**src/logic/qdc_pkg.sv**
```systemverilog
package qdc_pkg;
  // command codes
  localparam logic [15:0] QDC_CMD_DUMP_INIT = 16'h0043;  // dump initialization parameters
  localparam logic [15:0] QDC_CMD_DUMP_WQ   = 16'h0044;  // dump one work queue
  localparam logic [15:0] QDC_CMD_BUS_INQ   = 16'h0045;  // bus status inquiry
  // parameter block word offsets
  localparam logic [4:0]  QDC_W_CODE    = 5'h00;  // command code
  localparam logic [4:0]  QDC_W_OPTS    = 5'h01;  // command options
  localparam logic [4:0]  QDC_W_STATUS  = 5'h02;  // return status
  localparam logic [4:0]  QDC_W_VECTOR  = 5'h04;  // normal/error vectors
  localparam logic [4:0]  QDC_W_LEVEL   = 5'h05;  // interrupt level
  localparam logic [4:0]  QDC_W_ACT_HI  = 5'h06;  // active tag msw
  localparam logic [4:0]  QDC_W_ACT_LO  = 5'h07;  // active tag lsw
  localparam logic [4:0]  QDC_W_BUFA_HI = 5'h08;  // buffer address msw
  localparam logic [4:0]  QDC_W_BUFA_LO = 5'h09;  // buffer address lsw
  localparam logic [4:0]  QDC_W_BUSY0   = 5'h08;  // first busy tag pair
  localparam logic [4:0]  QDC_W_WQ_NUM  = 5'h0E;  // work queue number
  localparam logic [4:0]  QDC_W_WQ_OPT  = 5'h0F;  // queue options / bus selection
  localparam logic [4:0]  QDC_W_WQ_SLOT = 5'h10;  // slot count
  localparam logic [4:0]  QDC_W_WQ_TO_H = 5'h12;  // timeout msw
  localparam logic [4:0]  QDC_W_WQ_TO_L = 5'h13;  // timeout lsw
  // field positions
  localparam int QDC_OPT_IRQ_EN  = 0;  // options bit 0
  localparam int QDC_BUS_SEL_BIT = 6;  // bus selection bit 6
  localparam int QDC_BUSY_TAGS   = 7;  // busy tags per channel
  // status codes (non-zero means error)
  localparam logic [15:0] QDC_ST_OK      = 16'h0000;  // success
  localparam logic [15:0] QDC_ST_ILL_PRM = 16'h0021;  // illegal parameter, arbitrary code
  localparam logic [15:0] QDC_ST_BAD_CMD = 16'h0020;  // unknown command, arbitrary code

  typedef enum {QDC_IDLE, QDC_RD_HDR, QDC_RD_WAIT, QDC_EXEC, QDC_WR, QDC_DONE} qdc_state_e;

  // one shared-memory word access
  typedef struct packed {
    logic        wr;    // 1 write, 0 read
    logic [15:0] addr;  // word address in shared memory
    logic [15:0] data;  // write data
  } qdc_mem_req_s;

  // stored parameters of one work queue
  typedef struct packed {
    logic        valid;    // queue initialized
    logic [15:0] options;  // queue options
    logic [15:0] slots;    // number of slots
    logic [31:0] timeout;  // command timeout
  } qdc_wq_s;

  // completion interrupt request
  typedef struct packed {
    logic [2:0] level;   // request level
    logic [7:0] vector;  // vector to present
  } qdc_irq_s;
endpackage : qdc_pkg

```
**src/logic/qdc_cmd_exec.sv**
```systemverilog
`timescale 1ns/1ps
module qdc_cmd_exec
  import qdc_pkg::*;
#(
  parameter int WQ_BITS    = 8,   // queue index width (wide variant)
  parameter int WQ_MAX     = 255, // highest legal queue number
  parameter int INIT_WORDS = 16   // init block length in words
) (
  input  wire logic                  i_clock,       // 10 MHz clock
  input  wire logic                  i_rst,         // sync reset, active high
  input  wire logic                  i_start,       // pulse: block ready from queue 0
  input  wire logic [15:0]           i_blk_base,    // word address of parameter block
  output qdc_mem_req_s               o_mem_req,     // shared memory access
  output logic                       o_mem_valid,   // access request
  input  wire logic                  i_mem_ack,     // access done, read data valid
  input  wire logic [15:0]           i_mem_rdata,   // read data
  input  wire logic [15:0]           i_init_word,   // stored init block word
  output logic      [4:0]            o_init_idx,    // init word index
  input  wire qdc_wq_s               i_wq,          // stored params of o_wq_sel
  output logic      [WQ_BITS-1:0]    o_wq_sel,      // selected queue
  input  wire logic [63:0]           i_act_tags,    // active tag per channel
  input  wire logic [32*7*2-1:0]     i_busy_tags,   // busy tags, channel 0 then 1
  output logic                       o_halt,        // freeze internal operations
  output logic                       o_busy,        // command executing
  output logic                       o_irq,         // pulse: completion interrupt
  output qdc_irq_s                   o_irq_info     // level and vector
);
  // command state
  qdc_state_e   state_reg, state_next;
  logic [15:0]  cmd_reg;        // command code
  logic [15:0]  opts_reg;       // command options
  logic [15:0]  vec_reg;        // vector word
  logic [15:0]  lvl_reg;        // level word
  logic [15:0]  aux_reg;        // bufa lsw / queue number / bus selection
  logic [15:0]  status_reg;     // return status
  logic [4:0]   step_reg;       // header read / write step
  logic         hdr_reg;        // in header read phase
  logic         irq_reg;        // irq pulse
  qdc_irq_s     irq_info_reg;   // irq info
  qdc_mem_req_s req_reg;        // memory request
  logic         req_valid_reg;  // memory request pending
  logic         halt_reg;       // snapshot freeze
  logic         busy_reg;       // command in progress, registered so the port has no decode glitch

  // header read list: code, options, vector, level, aux
  logic [4:0] hdr_word;
  always_comb begin
    unique case (step_reg)
      5'd0:    hdr_word = QDC_W_CODE;
      5'd1:    hdr_word = QDC_W_OPTS;
      5'd2:    hdr_word = QDC_W_VECTOR;
      5'd3:    hdr_word = QDC_W_LEVEL;
      default: hdr_word = (cmd_reg == QDC_CMD_DUMP_INIT) ? QDC_W_BUFA_LO :
                          (cmd_reg == QDC_CMD_DUMP_WQ)   ? QDC_W_WQ_NUM : QDC_W_WQ_OPT;
    endcase
  end

  // channel and queue selection
  wire logic        chan     = aux_reg[QDC_BUS_SEL_BIT];
  wire logic [31:0] act_tag  = chan ? i_act_tags[63:32] : i_act_tags[31:0];
  wire logic [32*7-1:0] busy = chan ? i_busy_tags[32*7*2-1:32*7] : i_busy_tags[32*7-1:0];
  // queue zero is the master entry and is never a dump target
  wire logic        wq_range = (aux_reg != 16'h0000) && (aux_reg <= 16'(WQ_MAX));
  wire logic        is_known = (cmd_reg == QDC_CMD_DUMP_INIT) || (cmd_reg == QDC_CMD_DUMP_WQ) ||
                               (cmd_reg == QDC_CMD_BUS_INQ);
  // queue dump needs an initialized queue in range
  wire logic        wq_bad   = (cmd_reg == QDC_CMD_DUMP_WQ) && !(wq_range && i_wq.valid);
  wire logic [15:0] exec_st  = !is_known ? QDC_ST_BAD_CMD : (wq_bad ? QDC_ST_ILL_PRM : QDC_ST_OK);

  // returned word source
  logic [15:0] src_addr;
  logic [15:0] src_data;
  logic [4:0]  src_steps;
  qdc_word_src #(
    .INIT_WORDS (INIT_WORDS)
  ) u_src (
    .i_cmd       (cmd_reg),
    .i_step      (step_reg),
    .i_buf_base  (aux_reg),
    .i_blk_base  (i_blk_base),
    .i_init_word (i_init_word),
    .i_wq        (i_wq),
    .i_act_tag   (act_tag),
    .i_busy_tags (busy),
    .o_addr      (src_addr),
    .o_data      (src_data),
    .o_steps     (src_steps)
  );

  // vector pick: error low byte, normal high byte
  wire logic [7:0] vec_pick = (status_reg != QDC_ST_OK) ? vec_reg[7:0] : vec_reg[15:8];
  wire logic       irq_en   = opts_reg[QDC_OPT_IRQ_EN];
  wire logic       data_ok  = (status_reg == QDC_ST_OK);
  wire logic       last     = (step_reg == src_steps);  // step after data is status word

  // next state
  always_comb begin
    state_next = state_reg;
    unique case (state_reg)
      QDC_IDLE:    if (i_start) state_next = QDC_RD_HDR;
      QDC_RD_HDR:  state_next = QDC_RD_WAIT;
      QDC_RD_WAIT: if (i_mem_ack) state_next = (step_reg == 5'd4) ? QDC_EXEC : QDC_RD_HDR;
      QDC_EXEC:    state_next = QDC_WR;
      // an error skips the data words: the status write is the only one
      QDC_WR:      if (i_mem_ack && (last || !data_ok)) state_next = QDC_DONE;
      QDC_DONE:    state_next = QDC_IDLE;
    endcase
  end

  // state, step and busy
  always_ff @(posedge i_clock) begin
    if (i_rst) begin
      // reset drops any command in flight without completion
      state_reg <= QDC_IDLE;
      step_reg  <= 5'd0;
      busy_reg  <= 1'b0;
    end else begin
      state_reg <= state_next;
      // busy follows the state one-for-one, taken from the next state
      busy_reg  <= (state_next != QDC_IDLE);
      // step restarts for header reads and again for write-back
      if (state_reg == QDC_IDLE || state_reg == QDC_EXEC) step_reg <= 5'd0;
      else if (i_mem_ack && state_next != QDC_EXEC) step_reg <= step_reg + 5'd1;
    end
  end

  // header words as they arrive
  always_ff @(posedge i_clock) begin
    if (i_rst) begin
      cmd_reg <= 16'h0000;
      opts_reg <= 16'h0000;
      vec_reg <= 16'h0000;
      lvl_reg <= 16'h0000;
      aux_reg <= 16'h0000;
    end else if (state_reg == QDC_RD_WAIT && i_mem_ack) begin
      // read data stands only in the ack cycle, so take it there
      unique case (step_reg)
        5'd0:    cmd_reg  <= i_mem_rdata;
        5'd1:    opts_reg <= i_mem_rdata;
        5'd2:    vec_reg  <= i_mem_rdata;
        5'd3:    lvl_reg  <= i_mem_rdata;
        default: aux_reg  <= i_mem_rdata;
      endcase
    end
  end

  // status and snapshot freeze
  always_ff @(posedge i_clock) begin
    if (i_rst) begin
      status_reg <= QDC_ST_OK;
      halt_reg   <= 1'b0;
    end else begin
      // status fixed once at decode, later writes only copy it
      if (state_reg == QDC_EXEC) status_reg <= exec_st;
      // bus inquiry freeze from decode until status is posted
      if (state_reg == QDC_EXEC) halt_reg <= (cmd_reg == QDC_CMD_BUS_INQ);
      else if (state_reg == QDC_DONE || state_reg == QDC_IDLE) halt_reg <= 1'b0;
    end
  end

  // memory request: reads of header, then data words, status last
  always_ff @(posedge i_clock) begin
    if (i_rst) begin
      req_reg       <= '0;
      req_valid_reg <= 1'b0;
    end else if (state_reg == QDC_RD_HDR) begin
      // header read for the current step
      req_reg       <= '{wr: 1'b0, addr: i_blk_base + {11'h000, hdr_word}, data: 16'h0000};
      req_valid_reg <= 1'b1;
    end else if (state_reg == QDC_WR && !req_valid_reg) begin
      // word 0xF overwritten by busy data on inquiry
      // status goes last so the host never sees a half-filled block
      if (last || !data_ok)
        req_reg <= '{wr: 1'b1, addr: i_blk_base + {11'h000, QDC_W_STATUS}, data: status_reg};
      else
        req_reg <= '{wr: 1'b1, addr: src_addr, data: src_data};
      req_valid_reg <= 1'b1;
    end else if (i_mem_ack) begin
      // host answered: drop the request for at least one cycle
      req_valid_reg <= 1'b0;
    end
  end

  // completion interrupt after the status write
  always_ff @(posedge i_clock) begin
    if (i_rst) begin
      irq_reg      <= 1'b0;
      irq_info_reg <= '0;
    end else begin
      // one-cycle pulse, only when the host asked for it
      irq_reg <= (state_reg == QDC_DONE) && irq_en;
      if (state_reg == QDC_DONE) irq_info_reg <= '{level: lvl_reg[2:0], vector: vec_pick};
    end
  end

  assign o_init_idx  = step_reg;
  assign o_wq_sel    = aux_reg[WQ_BITS-1:0];
  assign o_mem_req   = req_reg;
  assign o_mem_valid = req_valid_reg;
  assign o_halt      = halt_reg;
  assign o_busy      = busy_reg;
  assign o_irq       = irq_reg;
  assign o_irq_info  = irq_info_reg;
endmodule : qdc_cmd_exec

```
**src/logic/qdc_word_src.sv**
```systemverilog
`timescale 1ns/1ps
// picks the word to write back for a given step of a command
module qdc_word_src
  import qdc_pkg::*;
#(
  parameter int INIT_WORDS = 16  // init block length in words
) (
  input  wire logic [15:0]          i_cmd,        // command code
  input  wire logic [4:0]           i_step,       // step index
  input  wire logic [15:0]          i_buf_base,   // buffer offset
  input  wire logic [15:0]          i_blk_base,   // parameter block base
  input  wire logic [15:0]          i_init_word,  // init block word at step
  input  wire qdc_wq_s              i_wq,         // selected queue
  input  wire logic [31:0]          i_act_tag,    // active tag
  input  wire logic [32*7-1:0]      i_busy_tags,  // busy tags of channel
  output logic      [15:0]          o_addr,       // word address
  output logic      [15:0]          o_data,       // word data
  output logic      [4:0]           o_steps       // number of steps
);
  // busy tag pair index and half
  wire logic [4:0]  busy_off  = i_step - 5'd2;
  wire logic [2:0]  pair      = (busy_off[3:1] == 3'h7) ? 3'h0 : busy_off[3:1];  // steps 0-1 wrap, keep inside the array
  wire logic [31:0] busy_tag  = i_busy_tags[32*pair +: 32];
  wire logic        is_init   = (i_cmd == QDC_CMD_DUMP_INIT);
  wire logic        is_wq     = (i_cmd == QDC_CMD_DUMP_WQ);
  // dump init: same layout as original init block
  wire logic [15:0] init_addr = i_buf_base + {11'h000, i_step};
  // work queue dump: options, slots, timeout msw/lsw
  wire logic [4:0]  wq_word   = (i_step == 5'd0) ? QDC_W_WQ_OPT :
                                (i_step == 5'd1) ? QDC_W_WQ_SLOT :
                                (i_step == 5'd2) ? QDC_W_WQ_TO_H : QDC_W_WQ_TO_L;
  wire logic [15:0] wq_data   = (i_step == 5'd0) ? i_wq.options :
                                (i_step == 5'd1) ? i_wq.slots :
                                (i_step == 5'd2) ? i_wq.timeout[31:16] : i_wq.timeout[15:0];
  // inquiry: active tag words 6-7, then busy pairs 8..0x15
  wire logic [4:0]  inq_word  = QDC_W_ACT_HI + i_step;
  wire logic [15:0] inq_data  = (i_step == 5'd0) ? i_act_tag[31:16] :
                                (i_step == 5'd1) ? i_act_tag[15:0] :
                                busy_off[0] ? busy_tag[15:0] : busy_tag[31:16];

  assign o_addr  = is_init ? init_addr : i_blk_base + {11'h000, (is_wq ? wq_word : inq_word)};
  assign o_data  = is_init ? i_init_word : (is_wq ? wq_data : inq_data);
  assign o_steps = is_init ? 5'(INIT_WORDS) : (is_wq ? 5'd4 : 5'd16);
endmodule : qdc_word_src

```
**config.mk**
```make
export PLATFORM = sky130hd
export DESIGN_NAME = qdc_cmd_exec
export DESIGN_NICKNAME = d
export VERILOG_FILES = /design/src/logic/qdc_pkg.sv /design/src/logic/qdc_cmd_exec.sv /design/src/logic/qdc_word_src.sv
export SDC_FILE = /design/constraint.sdc
export NUM_CORES = 1
export LEC_CHECK = 0
export BUFFER_PORTS_ARGS = -buffer_cell sky130_fd_sc_hd__buf_4
export CORE_AREA = 2 2 270 272
export CTS_BUF_LIST = sky130_fd_sc_hd__clkbuf_16
export DETAILED_ROUTE_END_ITERATION = 8
export DIE_AREA = 0 0 272 274
export PLACE_DENSITY = 0.42
export SETUP_SLACK_MARGIN = 0.1
export SYNTH_ARGS = -nofsm -noshare
export SYNTH_HDL_FRONTEND = slang
export SYNTH_HIERARCHICAL = 1
export SYNTH_SLANG_ARGS = --single-unit
```
**constraint.sdc**
```tcl
create_clock -name i_clock -period 9.4 [get_ports i_clock]
set_input_delay 0.47 -clock i_clock [delete_from_list [all_inputs] [get_ports i_clock]]
set_output_delay 0.47 -clock i_clock [all_outputs]
set_load 0.005 [all_outputs]
```
Word level (Yosys, flattened, before mapping). Cells that the tools add are included.

Shift-type cells: 1. Reduce and logical (&&, ||, !) cells: 34. Add/subtract/negate cells: 7. Magnitude comparators: 1. Equality and inequality tests: 20. Bitwise operators: 1. Muxes and demuxes: 37.

Operators with widths (count): $mux 224 (1); $mux 32 (7); $shiftx 224x9->32 (1); $pmux 32 s6 (1); $mux 16 (9); $eq 32x3->1 const B (4); $eq 32x2->1 const B (3); $eq 32x4->1 const B (2); $logic_not 32->1 (2); $add 16x5->16 (3); $eq 16x7->1 const B (3); $eq 32x1->1 const B (1); $ne 32x3->1 const B (1); $reduce_bool 16->1 (2); $reduce_bool 32->1 (1); $mux 5 (5); $add 16x2->16 const B (1); $le 16x8->1 const B (1); $logic_not 16->1 (1); $pmux 4 s4 (1); $mux 6 (2); $eq 5x2->1 const B (2); $reduce_and 2->1 (5); $logic_and 1x1->1 (8); 19 further kinds (34).

Output and inout port bits: 61. Register bits: 153. Word-level logic and storage cells: 118.

Logic depth before layout (Yosys ltp). Gate-level depths: netlist of run 1.

Depth after elaboration: 12. Mapped depth: 19. Mapped depth without buffers: 16.

Hierarchy. Netlist of run 1, hierarchy kept.

By module, submodules not included: qdc_cmd_exec (cells an instance 1029, sequential area each 2782.7 um^2, times used 1, area each 9285.2 um^2); qdc_word_src (cells an instance 653, sequential area each 0.0 um^2, times used 1, area each 4446.8 um^2).

Least setup slack after synthesis of run 1. OpenSTA, ideal clock, no wires.

Path kind: reg2reg. Start: register step_reg[1] (netlist: o_init_idx[1]). End: register req_reg (netlist bit o_mem_req[28]). Data required time: 9326 ps. Buffers on the path: 6. Slack: 5394 ps. Stages on the path, launching flop included: 20. Clock period less this slack: 4006 ps. Setup time: 74 ps. Arrival: 3931 ps. Cells stage by stage: dfxtp_1 > buf_4 > inv_2 > buf_2 > buf_2 > ha_1 > buf_2 > buf_2 > clkbuf_1 > o21ai_0 > ha_1 > a21o_1 > a21o_1 > a21oi_1 > nor3b_1 > xnor2_1 > mux2i_1 > nor2_1 > a211o_1 > a31oi_1.

Word-level cells in the longest chain between the ends: 10. Elaborated cells between the ends (all ways): 19.

RTL lines: start, declared (RTL line qdc_cmd_exec.sv:36) `logic [4:0] step_reg;`; start signal, assigned (RTL line qdc_cmd_exec.sv:123) `else if (i_mem_ack && state_next != QDC_EXEC) step_reg <= step_reg + 5'd1;`; $eq 5x2->1 (RTL line qdc_word_src.sv:31) `(i_step == 5'd2) ? QDC_W_WQ_TO_H : QDC_W_WQ_TO_L;`; $mux 1 (RTL line qdc_word_src.sv:31); $mux 5 (RTL line qdc_word_src.sv:30) `(i_step == 5'd1) ? QDC_W_WQ_SLOT :`; $mux 5 (RTL line qdc_word_src.sv:29) `wire logic [4:0] wq_word = (i_step == 5'd0) ? QDC_W_WQ_OPT :`; $mux 5 (RTL line qdc_word_src.sv:41) `assign o_addr = is_init ? init_addr : i_blk_base + {11'h000, (is_wq ? wq_word : inq_word)};`; $add 16x5->16 (RTL line qdc_word_src.sv:41); $mux 16 * (RTL line qdc_word_src.sv:41); via src_addr[12] (RTL line qdc_cmd_exec.sv:71) `logic [15:0] src_addr;`; $mux 32 * (RTL line qdc_cmd_exec.sv:173) `if (last || !data_ok)`; $mux 32 * (RTL line qdc_cmd_exec.sv:170) `end else if (state_reg == QDC_WR && !req_valid_reg) begin`; $mux 32 * (RTL line qdc_cmd_exec.sv:166) `end else if (state_reg == QDC_RD_HDR) begin`; end signal, assigned (RTL line qdc_cmd_exec.sv:168) `req_reg <= '{wr: 1'b0, addr: i_blk_base + {11'h000, hdr_word}, data: 16'h0000};`; end signal, assigned (RTL line qdc_cmd_exec.sv:174) `req_reg <= '{wr: 1'b1, addr: i_blk_base + {11'h000, QDC_W_STATUS}, data: status_reg};`; end signal, assigned (RTL line qdc_cmd_exec.sv:176) `req_reg <= '{wr: 1'b1, addr: src_addr, data: src_data};`; end, declared (RTL line qdc_cmd_exec.sv:40) `qdc_mem_req_s req_reg;`.

Mark *: on every way through the listed nets, which the timed path passes. The rest lies on a longest branch. The select of a mux whose other input is x is not followed. A chain may end at the register's enable or synchronous reset.

Final worst setup path of run 1.
Start: register step_reg[1] (netlist: o_init_idx[1]). End: register req_reg (netlist bit o_mem_req[5]).

Word-level cells in the longest chain between the ends: 10. Elaborated cells between the ends (all ways): 18.

RTL lines: $sub 4x2->4 (RTL line qdc_word_src.sv:21) `wire logic [4:0] busy_off = i_step - 5'd2;`; $eq 3x3->1 (RTL line qdc_word_src.sv:22) `wire logic [2:0] pair = (busy_off[3:1] == 3'h7) ? 3'h0 : busy_off[3:1];`; $mux 3 (RTL line qdc_word_src.sv:22); $shiftx 224x9->32 (RTL line qdc_word_src.sv:23) `wire logic [31:0] busy_tag = i_busy_tags[32*pair +: 32];`; $mux 16 (RTL line qdc_word_src.sv:39) `busy_off[0] ? busy_tag[15:0] : busy_tag[31:16];`; $mux 16 (RTL line qdc_word_src.sv:38) `(i_step == 5'd1) ? i_act_tag[15:0] :`; $mux 16 (RTL line qdc_word_src.sv:37) `wire logic [15:0] inq_data = (i_step == 5'd0) ? i_act_tag[31:16] :`; $mux 16 * (2 in a row) (RTL line qdc_word_src.sv:42) `assign o_data = is_init ? i_init_word : (is_wq ? wq_data : inq_data);`; via src_data[5] (RTL line qdc_cmd_exec.sv:72) `logic [15:0] src_data;`; $mux 32 * (RTL line qdc_cmd_exec.sv:173).

Mark *: on every way through the listed nets, which the timed path passes. The rest lies on a longest branch.

==> summary.txt, run 1 <==
Worst hold path
  – Hold worst-path end: o_irq
  – Hold WC Path Type: in -> reg
  – Hold depth: 2
  – Hold Startpoint: i_rst

Logic synthesis
  – Synth top area cells: mux2_2 24%, dfxtp_1 20%, mux2i_1 6.0%, nand2_1 5.0%, a21oi_1 4.0%
  – Synth area leader: mux2_2
  – Number of flops mapped to enable cells by yosys: 0
  – Share of the synthesized area in the top cell type: 24.0%
  – Post-synthesis register bit count: around 140
  – Cells after Synth: roughly 1,700
  – Asr flop ratio synth: 0%
  – Distinct cell type count of the synthesized netlist: about 70
  – Most common library cells after synthesis: 293 x mux2_2, 182 x nand2_1, 139 x dfxtp_1
  – Synth Flop Type: dfxtp_1
  – Mapped Avg Cell Area: slightly above 8 sq um
  – Seq/Total Area, Yosys: 20.3%
  – Synthesized cell area: about 14,000 sq um
  – Top-count cell post-synth: mux2_2
  – YS warnings: 6

Worst setup path
  – Critical-path maximum fanout: 56
  – Worst EP arrival: between 5000 and 6000 ps
  – Path depth of the worst reg2reg path: 9
  – Buf/Inv on CP: 1
  – Top delay family on crit path: compound AO/OA/AOI/OAI gates
  – FF-to-FF End: o_mem_req[5]
  – WS Path Type: reg -> reg
  – Crit path cell chain: inv_2 -> ha_4 -> or2_1 -> o22ai_1 -> a211oi_1 -> a211oi_1 -> o31ai_1 -> a211oi_1 -> nor3_1
  – CP required: a little under 10,000 ps
  – CP endpoint kind: flop
  – Setup slack, reg-to-reg: 4470 ps
  – Crit path largest cell delay: between 1000 and 1500 ps
  – Worst r2r src: o_init_idx[1]
  – Worst path slowest cell: or2_1
  – Most frequent CP cell: a211oi_1
  – CP Launch Type: flop

Timing
  – Final setup violation count: 0
  – Final hold vios: 0
  – Relative slew slack: 16.8%
  – Slew @ Worst Pin: between 1000 and 1500 ps
  – RSZ-0062 raised after global routing: false
  – Fmax: approximately 200 MHz
  – Layout Skew: 19.5 ps
  – Min cycle time layout: between 4000 and 5000 ps
  – TNS Setup: 0 ps
  – Final Slew Violations: 0
  – Period utilisation layout: between 50 and 60%

Global route
  – Largest net degree at the start of global routing: about 190
  – Vias in the first global route: approximately 16,000
  – Remaining global-route overflow: 0
  – First-pass GRT wire length: between 100,000 and 150,000 microns
  – Initial antenna violation count: 27
  – Total GRT Usage: ~25%

Route
  – DR vias: around 16,000
  – Drt pass-1 iters: 8
  – DRT iter0 DRCs: 1,363
  – Via density: slightly below 5
  – DRC: 0
  – Routed WL: ~99,000 microns
  – WL per Instance: about 30 microns
  – Post-DRT Antenna Nets: 0

Floorplanning
  – I/O pins: around 700
  – # rows: 99
  – Die width: about 270 microns
  – Initial Util: about a fifth
  – Core area: a little over 70,000 sq um
  – DIE AREA: around 75,000 sq um
  – Die H: approximately 270 microns

CTS
  – CTS sink count: ~140
  – Clock Tree Buf Depth: 2
  – CTS tree: built
  – Hold buffer count at CTS: 0
  – Clock transition at path regs: roughly 70 ps
  – Root buffer cell: clkbuf_16
  – Num CTS Buffers: 17
  – Post-CTS Setup Inserts: 0
  – CTS H-Tree Depth: 4
  – Post-CTS resize count: 0
  – Clock Latency Late Sink: around 450 ps

Run
  – Max-Cap Viols: 0

Placed design
  – PortBufs: around 690
  – Inst Count DP: between 3,000 and 4,000
  – Hpwl dp: about 82,000 microns
  – Final RePlAce weighted congestion: around 0.89

Cells and area
  – Max FFs per register: 33
  – Fraction of layout cells with a size suffix above 1: a little under half
  – Non-Filler Instances: around 3,200
  – Post-layout net count: between 2,000 and 3,000
  – Syn-to-layout area delta: 48.0%

Pwr
  – Pwr Density: just under 100 nW/um^2
  – Leakage Power: between 8 and 9 nW
  – Peak supply drop: approximately 0.00012 V

Status
  – Status: finished clean
## how the worst max path moves through the flow
stage	to	startpoint	cells past startpoint	slack (ps)
finish	o_mem_req[5]	o_init_idx[1]	9	4470
global route	o_mem_req[5]	o_init_idx[1]	9	4310
CTS	o_mem_req[5]	o_init_idx[1]	9	4580
detailed placement	o_mem_req[5]	o_init_idx[1]	9	4640
global placement	o_mem_req[1]	o_init_idx[1]	13	4730
floorplan	o_mem_req[28]	o_init_idx[1]	19	5390
## area by class of cell
type	count	area, sq um
antenna	11	27.5
clock buffer	18	450
clock inverter	14	190
fill	7799	51600
inverter	22	82.6
multi-input combinational	1368	10200
sequential	139	2790
tap	959	1200
timing repair buffer	711	5350
## layer usage
layer | track usage (%) | part of all wire (%)
met4 | 8.62 | 3.5
met1 | 29.3 | 39
met3 | 4.09 | 5.7
met5 | 0 | 0
met2 | 45.9 | 51
## stage by stage
| step | hold slack [ps] | setup WS [ps] | utilization, % | total power [mW] | cell area [sq um] |
|---|---|---|---|---|---|
| after floorplan | 430 | 5390 | - | 0.891 | 13700 |
| after global placement | 443 | 4730 | 27.3 | 1.28 | 19700 |
| after detailed placement | 444 | 4640 | 27.3 | 1.28 | 19700 |
| after CTS | 229 | 4580 | 28.2 | 2.03 | 20300 |
| after global routing | 240 | 4310 | 28.2 | 2.10 | 20300 |
| final | 243 | 4470 | 28.2 | 2.01 | 20300 |
## cells by family (layout without fill, tap and decap cells)
| logic type | count (synthesis) | count (layout) | synth area share [%] |
|---|---|---|---|
| AND/OR/NAND/NOR | 469 | 469 | 15.9 |
| AO/OA/AOI/OAI | 435 | 435 | 21.7 |
| multiplexers | 375 | 375 | 30.0 |
| buffers and inverters | 177 | 765 | 5.69 |
| flip-flops | 139 | 139 | 20.3 |
| XOR/XNOR | 61 | 61 | 3.89 |
| adder cells (fa/ha/maj) | 25 | 25 | 2.44 |
| other | 1 | 14 | 0.0273 |
## worst register-to-register path, delay by kind of cell, from the launching register on
family	cells	cell delay, ps
AND/OR/NAND/NOR	2	1220
buffers and inverters	1	440
AO/OA/AOI/OAI	5	1650
flip-flops	1	630
adder cells (fa/ha/maj)	1	910
## cells in the final DEF, fill, tap and decap left out, types with 16 or more instances in the layout
cell type  instances
mux2_2           293
nand2_1          182
o31ai_1           16
dfxtp_1          136
nor4_1            16
nor3_1            22
a211oi_1          37
o22ai_1           53
nand3_1           39
nor2_1           106
xnor2_1           43
inv_1             17
a21oi_1          109
and2_1            33
clkbuf_16         18
a21o_1            20
mux2i_1           82
buf_4            710
xor2_1            18
a22o_1            31
ha_1              20
o21ai_0           43
## power breakdown
group | total (mW) | switching [mW] | internal, mW | leakage, nW
registers | 0.627 | 0.0216 | 0.605 | 1.12
logic | 0.642 | 0.314 | 0.327 | 6.97
clock network | 0.745 | 0.321 | 0.424 | 0.315
No activity file was read; power rests on OpenSTA's default activity.
==> run 2: changes to the inputs <==
--- a/config.mk
+++ b/config.mk
@@ -5,12 +5,13 @@
 export SDC_FILE = /design/constraint.sdc
 export NUM_CORES = 1
 export LEC_CHECK = 0
+export ABC_AREA = 1
 export BUFFER_PORTS_ARGS = -buffer_cell sky130_fd_sc_hd__buf_4
-export CORE_AREA = 2 2 270 272
+export CORE_AREA = 2 2 271 273
 export CTS_BUF_LIST = sky130_fd_sc_hd__clkbuf_16
 export DETAILED_ROUTE_END_ITERATION = 8
-export DIE_AREA = 0 0 272 274
-export PLACE_DENSITY = 0.42
+export DIE_AREA = 0 0 273 275
+export PLACE_DENSITY = 0.44
 export SETUP_SLACK_MARGIN = 0.1
 export SYNTH_ARGS = -nofsm -noshare
 export SYNTH_HDL_FRONTEND = slang
==> constraint.sdc (replaced) <==
create_clock -name i_clock -period 5 [get_ports i_clock]
set_input_delay 0.25 -clock i_clock [delete_from_list [all_inputs] [get_ports i_clock]]
set_output_delay 0.25 -clock i_clock [all_outputs]
set_load 0.005 [all_outputs]
==> run 2 against run 1 <==
Against the previous run: die area is 0.73% higher; critical path depth is 12 higher; highest routed layer is now met5; clock skew barely moved; via count grew 22%; power rose to 2.7 times the previous value; clock-buffer cell count is 1 lower.
==> summary.txt, run 2 <==
Placed design
  – PortBufs: 689 (unchanged)
  – Hpwl dp: 73,500 microns (-11%)
  – DP Area: 20,400 sq um (+3.9%)
  – Final RePlAce weighted congestion: 0.917 (+2.7%)

Worst setup path
  – WS Path Type: reg -> reg
  – End of the critical path: o_mem_req[28]
  – Crit path largest cell delay: 600 ps (-430 ps)
  – FF-to-FF End: o_mem_req[28]
  – Worst EP arrival: 4320 ps (-950 ps)
  – CP Depth: 21 (+12)
  – Top delay family on crit path: simple AND/OR/NAND/NOR gates
  – Worst r2r src: o_init_idx[3]
  – Worst path slowest cell: dfxtp_1
  – Most frequent CP cell: nand3_1
  – Worst Setup SP: o_init_idx[3]
  – CP endpoint kind: flop
  – Critical-path maximum fanout: 18 (-68%)
  – Path depth of the worst reg2reg path: 21 (+12)
  – Crit path cell chain: nor2_1 -> nand3_2 -> inv_1 -> o21ai_0 -> o21ai_0 -> inv_1 -> ha_1 -> fa_1 -> nand3_1 -> nand3_1 -> nand2_1 -> a21oi_1 -> nand2_1 -> nor2_1 -> nand3_1 -> nand3_1 -> o21ai_0 -> o221ai_1 -> nand3_1 -> nand2_1 -> inv_1
  – CP required: 5330 ps (-4410 ps)
  – CP Launch Type: flop
  – Buf/Inv on CP: 3 (+2)
  – Setup slack, reg-to-reg: 1010 ps (-3460 ps)

CTS
  – Post-CTS Setup Inserts: 0 (unchanged)
  – Post-CTS resize count: 0 (unchanged)
  – CTS H-Tree Depth: 4 (unchanged)
  – Num CTS Buffers: 17 (unchanged)
  – Clock transition at path regs: 70 ps (about the same)
  – Root buffer cell: clkbuf_16
  – Clock Latency Late Sink: 440 ps (about the same)
  – Hold buffer count at CTS: 0 (unchanged)
  – CTS tree: built
  – Clock Tree Buf Depth: 2 (unchanged)
  – CTS sink count: 139 (unchanged)

Pwr
  – Leakage Power: 11.2 nW (+33%)
  – Pwr Density: 259 nW/um^2 (+160%)
  – Peak supply drop: 0.000265 V (+130%)

Global route
  – Vias in the first global route: 19,200 (+21%)
  – Initial antenna violation count: 16 (-41%)
  – Remaining global-route overflow: 0 (unchanged)
  – Largest net degree at the start of global routing: 181 (-3.7%)
  – First-pass GRT wire length: 128,000 microns (-1.7%)
  – Total GRT Usage: 23.1% (-2.0 points)

Cells and area
  – Most common cell after layout, fill and taps aside: nand2_1
  – Max FFs per register: 33 (unchanged)
  – Post-layout net count: 4,041 (+39%)
  – Filler instances: 8,645 (+11%)
  – Syn-to-layout area delta: 43.0%
  – Most frequent cells in the layout: 1,302 x nand2_1, 707 x buf_4, 276 x inv_1
  – Final Util: 29.0% (+0.80 points)
  – Fraction of layout cells with a size suffix above 1: 23.2% (-23 points)
  – Final Cell Area: 21,000 sq um (+3.4%)

Route
  – Post-DRT Antenna Nets: 0 (unchanged)
  – Via density: 4.51 (-9.2%)
  – DRT iter0 DRCs: 1,544 (+13%)
  – Routed WL: 90,400 microns (-8.5%)
  – DR vias: 19,700 (+22%)
  – Drt pass-1 iters: 5 (-3)
  – DRC: 0 (unchanged)
  – WL per Instance: 20.7 microns (-32%)

Timing
  – Final hold vios: 0 (unchanged)
  – RSZ-0062 raised after global routing: false
  – Layout Skew: 19.9 ps (+0.485 ps)
  – Fmax: 250 MHz (+23%)
  – Slew @ Worst Pin: 1110 ps (-135 ps)
  – Relative slew slack: 25.7% (+8.9 points)
  – Period utilisation layout: 79.8% (+27 points)
  – Final setup violation count: 0 (unchanged)
  – Final Slew Violations: 0 (unchanged)
  – TNS Setup: 0 ps (unchanged)
  – Min cycle time layout: 3990 ps (-937 ps)

Logic synthesis
  – Seq/Total Area, Yosys: 18.9% (-1.3 points)
  – Post-synthesis simple-gate area fraction: 48.0% (+32 points)
  – Number of flops mapped to enable cells by yosys: 0 (unchanged)
  – Synthesized cell area: 14,700 sq um (+7.0%)
  – Synth Flop Type: dfxtp_1
  – Cells after Synth: 2,829 (+68%)
  – Asr flop ratio synth: 0% (unchanged)
  – Synth Area in Adders: 2.28% (-0.16 points)
  – Most common library cells after synthesis: 1,303 x nand2_1, 276 x inv_1, 220 x a21oi_1
  – Synth Area in Compound Gates: 15.6% (-6.1 points)
  – Xor/xnor share of the synthesized area: 1.55% (-2.3 points)
  – Synth top area cells: nand2_1 33%, dfxtp_1 19%, a21oi_1 7.5%, inv_1 7.1%, nand3_1 6.7%
  – Largest family of logic cells by synthesized area: simple AND/OR/NAND/NOR gates
  – Share of the synthesized area in the top cell type: 33.3% (+9.3 points)
  – Top-count cell post-synth: nand2_1
  – Distinct cell type count of the synthesized netlist: 46 (-35%)
  – YS warnings: 6 (unchanged)
  – Post-synthesis register bit count: 139 (unchanged)
  – Mux contribution to synthesized area: 0% (-30 points)
  – Mapped Avg Cell Area: 5.19 sq um (-36%)
  – Synth area leader: nand2_1

Floorplanning
  – Initial Util: 20.3% (+1.2 points)
  – Die H: 275 microns (+0.36%)
  – Die width: 273 microns (+0.37%)
  – Core area: 72,300 sq um (+0.52%)
  – DIE AREA: 75,100 sq um (+0.73%)
  – # rows: 99 (unchanged)
  – I/O pins: 690 (unchanged)

Run
  – Max-Cap Viols: 0 (unchanged)

Status
  – Status: finished clean

Worst hold path
  – Hold WC Path Type: in -> reg
## run 2: cell types whose count changed in the layout (fill, tap and decap cells not counted), sizes merged, moves of 33 or more
cell,change
nand3,+161
inv,+271
mux2,-293
and2,-33
mux2i,-82
o22ai,-50
nor2,+75
a21oi,+111
xnor2,-36
o21ai,+93
nand2,+1130
## run 2: logic make-up (layout without fill, tap and decap cells)
logic type | Yosys count | count (layout)
buffers and inverters | 467 | 1036
AOI/OAI and AO/OA | 425 | 425
DFF | 139 | 139
other | 1 | 15
and+or+nand+nor | 1746 | 1746
xor gates and xnor gates | 26 | 26
adders and majority gates | 25 | 25
## run 2: how the worst min path moves through the flow
stage                         startpoint  depth (start not counted)  slack, ps            end
after floorplan           i_mem_rdata[3]                          2        390     cmd_reg[3]
after global placement     state_reg[10]                          2        440  state_reg[10]
after detailed placement   state_reg[13]                          2        440  state_reg[13]
after CTS                        i_start                          2         70  state_reg[23]
after global routing             i_start                          2         90  state_reg[27]
final                     i_mem_rdata[5]                          3         90     aux_reg[5]
## run 2: worst reg2reg max path, cell delays in order (launching register included)
cell      delay (ps)
dfxtp_1          600
nor2_1           110
nand3_2          340
inv_1            410
o21ai_0          250
o21ai_0          110
inv_1             70
ha_1             190
fa_1             240
nand3_1           90
nand3_1          100
nand2_1           90
a21oi_1          240
nand2_1          100
nor2_1           220
nand3_1          100
nand3_1           80
o21ai_0          110
o221ai_1         210
nand3_1           90
nand2_1           60
inv_1             50
## run 2: layout make-up
type	instances	area, sq um	share of cell area, %
clock inverter	15	136	0.649
antenna	12	30.0	0.143
clock buffer	17	425	2.03
tap	959	1200	5.71
timing repair buffer	710	5370	25.6
multi-input combinational	2225	9940	47.3
sequential	139	2790	13.3
inverter	294	1120	5.31
## run 2: routing by layer
layer	vias to the layer above	share of wire, %	track usage [%]
met2	580	49	40.7
met5	-	0.083	0
li1	10000	-	-
met3	68	6.2	4.36
met4	12	1.5	4.39
met1	9041	44	29.4
## run 2: metrics by stage
stage                     worst slack (ps)  cells  power (mW)  hold slack [ps]
after CTS                             1020   4359        5.53             65.7
after global routing                   490   4368        5.90             89.0
after global placement                1090   4327        4.24              439
after detailed placement              1050   4327        4.23              443
final                                 1010   4371        5.44             92.4
after floorplan                       1920   2831        2.98              393
## run 2: where the power goes
group          switching [mW]  internal (mW)  leakage (nW)
combinational            1.79           1.06          9.77
sequential              0.105           1.22          1.12
clock                   0.574          0.693         0.268
==> run 3: changes to the inputs <==
==> constraint.sdc (replaced) <==
create_clock -name i_clock -period 3.7 [get_ports i_clock]
set_input_delay 0.185 -clock i_clock [delete_from_list [all_inputs] [get_ports i_clock]]
set_output_delay 0.185 -clock i_clock [all_outputs]
set_load 0.005 [all_outputs]
==> run 3 against run 2 <==
Against the previous run: sequential power rose by 34%; die area unchanged; clock-buffer cell count did not move; clock skew fell by 4.5 ps; wire length about the same; utilization up 0.40 points; largest cell class unchanged; setup slack got worse by 580 ps; fmax is 22% higher; first-iteration DRC count fell by 4.5%; register-to-register slack got worse by 580 ps; cell count increased by 0.66%; global-route usage fell by 0.073 points.
==> summary.txt, run 3 (synthesis gave the netlist of run 2 again) <==
Global route
  – First-pass GRT wire length: 127,000 microns (-0.50%)
  – Initial antenna violation count: 17 (+1)
  – Largest net degree at the start of global routing: 166 (-8.3%)
  – Remaining global-route overflow: 0 (unchanged)
  – Vias in the first global route: 19,200 (-0.33%)
  – Total GRT Usage: 23.0% (-0.073 points)

Timing
  – Worst Hold Slack: 20.0 ps (-72.3 ps)
  – Min cycle time layout: 3270 ps (-720 ps)
  – Fmax: 306 MHz (+22%)
  – TNS Setup: 0 ps (unchanged)
  – Relative slew slack: 40.8% (+15 points)
  – RSZ-0062 raised after global routing: false
  – Layout Skew: 15.5 ps (-4.48 ps)
  – Period utilisation layout: 88.4% (+8.6 points)
  – Final setup violation count: 0 (unchanged)
  – Final Slew Violations: 0 (unchanged)
  – Slew @ Worst Pin: 886 ps (-227 ps)
  – Final hold vios: 0 (unchanged)

Pwr
  – Pwr Density: 350 nW/um^2 (+35%)
  – Power Total: 7.45 mW (+37%)
  – Peak supply drop: 0.000360 V (+36%)
  – Leakage Power: 11.3 nW (+1.5%)

Floorplanning
  – Core area: 72,300 sq um (unchanged)
  – # rows: 99 (unchanged)
  – DIE AREA: 75,100 sq um (unchanged)
  – Die width: 273 microns (unchanged)
  – I/O pins: 690 (unchanged)
  – Die H: 275 microns (unchanged)
  – Initial Util: 20.3% (unchanged)

Route
  – DRC: 0 (unchanged)
  – WL per Instance: 20.6 microns (-0.65%)
  – Drt pass-1 iters: 6 (+1)
  – DRT iter0 DRCs: 1,475 (-4.5%)
  – Via density: 4.50 (-0.21%)
  – M1 WL: 40,300 microns (+1.7%)
  – Routed WL: 90,500 microns (about the same)
  – Met3 routed WL: 4840 microns (-13%)
  – Top Layer Used: met5
  – DR WL met2: 44,000 microns (+0.21%)
  – Post-DRT Antenna Nets: 0 (unchanged)
  – DR vias: 19,800 (+0.46%)

Cells and area
  – Most common cell after layout, fill and taps aside: nand2_1
  – Max FFs per register: 33 (unchanged)
  – Fraction of layout cells with a size suffix above 1: 23.9% (+0.74 points)
  – Post-layout net count: 4,069 (+0.69%)
  – Most frequent cells in the layout: 1,302 x nand2_1, 732 x buf_4, 275 x inv_1
  – Filler instances: 8,542 (-1.2%)
  – Syn-to-layout area delta: 44.9%
  – FF/Latch Area: 2790 sq um (about the same)
  – Non-Filler Instances: 4,400 (+0.66%)
  – Multi-input gate area: 9960 sq um (+0.13%)

CTS
  – Hold buffer count at CTS: 0 (unchanged)
  – Root buffer cell: clkbuf_16
  – Clock Latency Late Sink: 450 ps (about the same)
  – Num CTS Buffers: 17 (unchanged)
  – CTS H-Tree Depth: 4 (unchanged)
  – CTS sink count: 139 (unchanged)
  – CTS tree: built
  – Clock transition at path regs: 70 ps (about the same)
  – Clock Tree Buf Depth: 2 (unchanged)

Worst hold path
  – Hold WC Path Type: in -> reg

Worst setup path
  – Worst EP arrival: 3590 ps (-730 ps)
  – Setup slack, reg-to-reg: 430 ps (-580 ps)
  – Critical-path maximum fanout: 39 (+21)
  – CP required: 4020 ps (-1310 ps)
  – WS Path Type: reg -> reg
  – CP endpoint kind: flop
  – CP Launch Type: flop

Placed design
  – Final RePlAce weighted congestion: 0.929 (+1.3%)
  – Inst Count DP: 4,355 (+0.65%)
  – PortBufs: 689 (unchanged)
  – Hpwl dp: 75,000 microns (+2.0%)

Run
  – Max-Cap Viols: 0 (unchanged)

Status
  – Status: finished clean
-- run 3: cell types whose count changed in the layout (fill, tap and decap cells not counted), sizes merged --
| cell | delta |
|---|---|
| inv | -1 |
| bufinv | +1 |
| clkinv | +3 |
| buf | +28 |
| diode | +1 |
| clkinvlp | -3 |
-- run 3: per-stage QoR --
step | utilization (%) | setup WS [ps] | area (sq um)
finish | 29.4 | 427 | 21300
floorplan | - | 623 | 14700
detailed placement | 28.6 | 263 | 20700
global route | 29.4 | 94.9 | 21300
global placement | 28.6 | 335 | 20700
CTS | 29.4 | 237 | 21300
-- run 3: per-layer routing --
layer | vias up | global-route usage (%)
met5 | - | 0
met4 | 12 | 4.50
met3 | 63 | 3.89
met2 | 561 | 40.2
met1 | 9102 | 29.8
li1 | 10100 | -
-- run 3: worst paths after layout --
kind                                      from              to  cells after the start
worst min-delay path            i_mem_rdata[6]      cmd_reg[6]                      3
worst min register to register      lvl_reg[2]  o_irq_info[10]                      2
worst max register to register   o_init_idx[1]   o_mem_req[13]                     18
worst max-delay path             o_init_idx[1]   o_mem_req[13]                     18
-- run 3: critical path: stages (launching register included) --
cell     delay [ps]
dfxtp_2         390
inv_4           140
ha_1            190
ha_1            310
inv_1           100
nand2_2         110
buf_4           340
buf_4           470
a21oi_1          70
o21ai_0         100
nand3_1         110
nand3_1         170
nand3_1         190
nand2_1         140
nand2_1          60
nand2_1          50
nand2_1          50
nand3_1          80
a21oi_1          60
-- run 3: repair_timing --
item,CTS,global route
gates resized for setup,0,7
setup buffers,0,0
setup endpoints to repair,0,15
-- run 3: report_power, final --
part | switching (mW) | leakage, nW | internal (mW)
logic | 2.43 | 9.92 | 1.47
clock network | 0.756 | 0.290 | 1.00
registers | 0.130 | 1.12 | 1.65
total | 3.32 | 11.3 | 4.13
-- run 3: cell type report --
type                    instances  share of cell area, %
well taps                     959                   5.63
inverters                     294                   5.24
repair buffers                738                   26.4
diodes                         13                  0.153
clock buffers                  17                   2.00
clock inverters                15                  0.758
multi-input cells            2225                   46.8
flip-flops and latches        139                   13.1
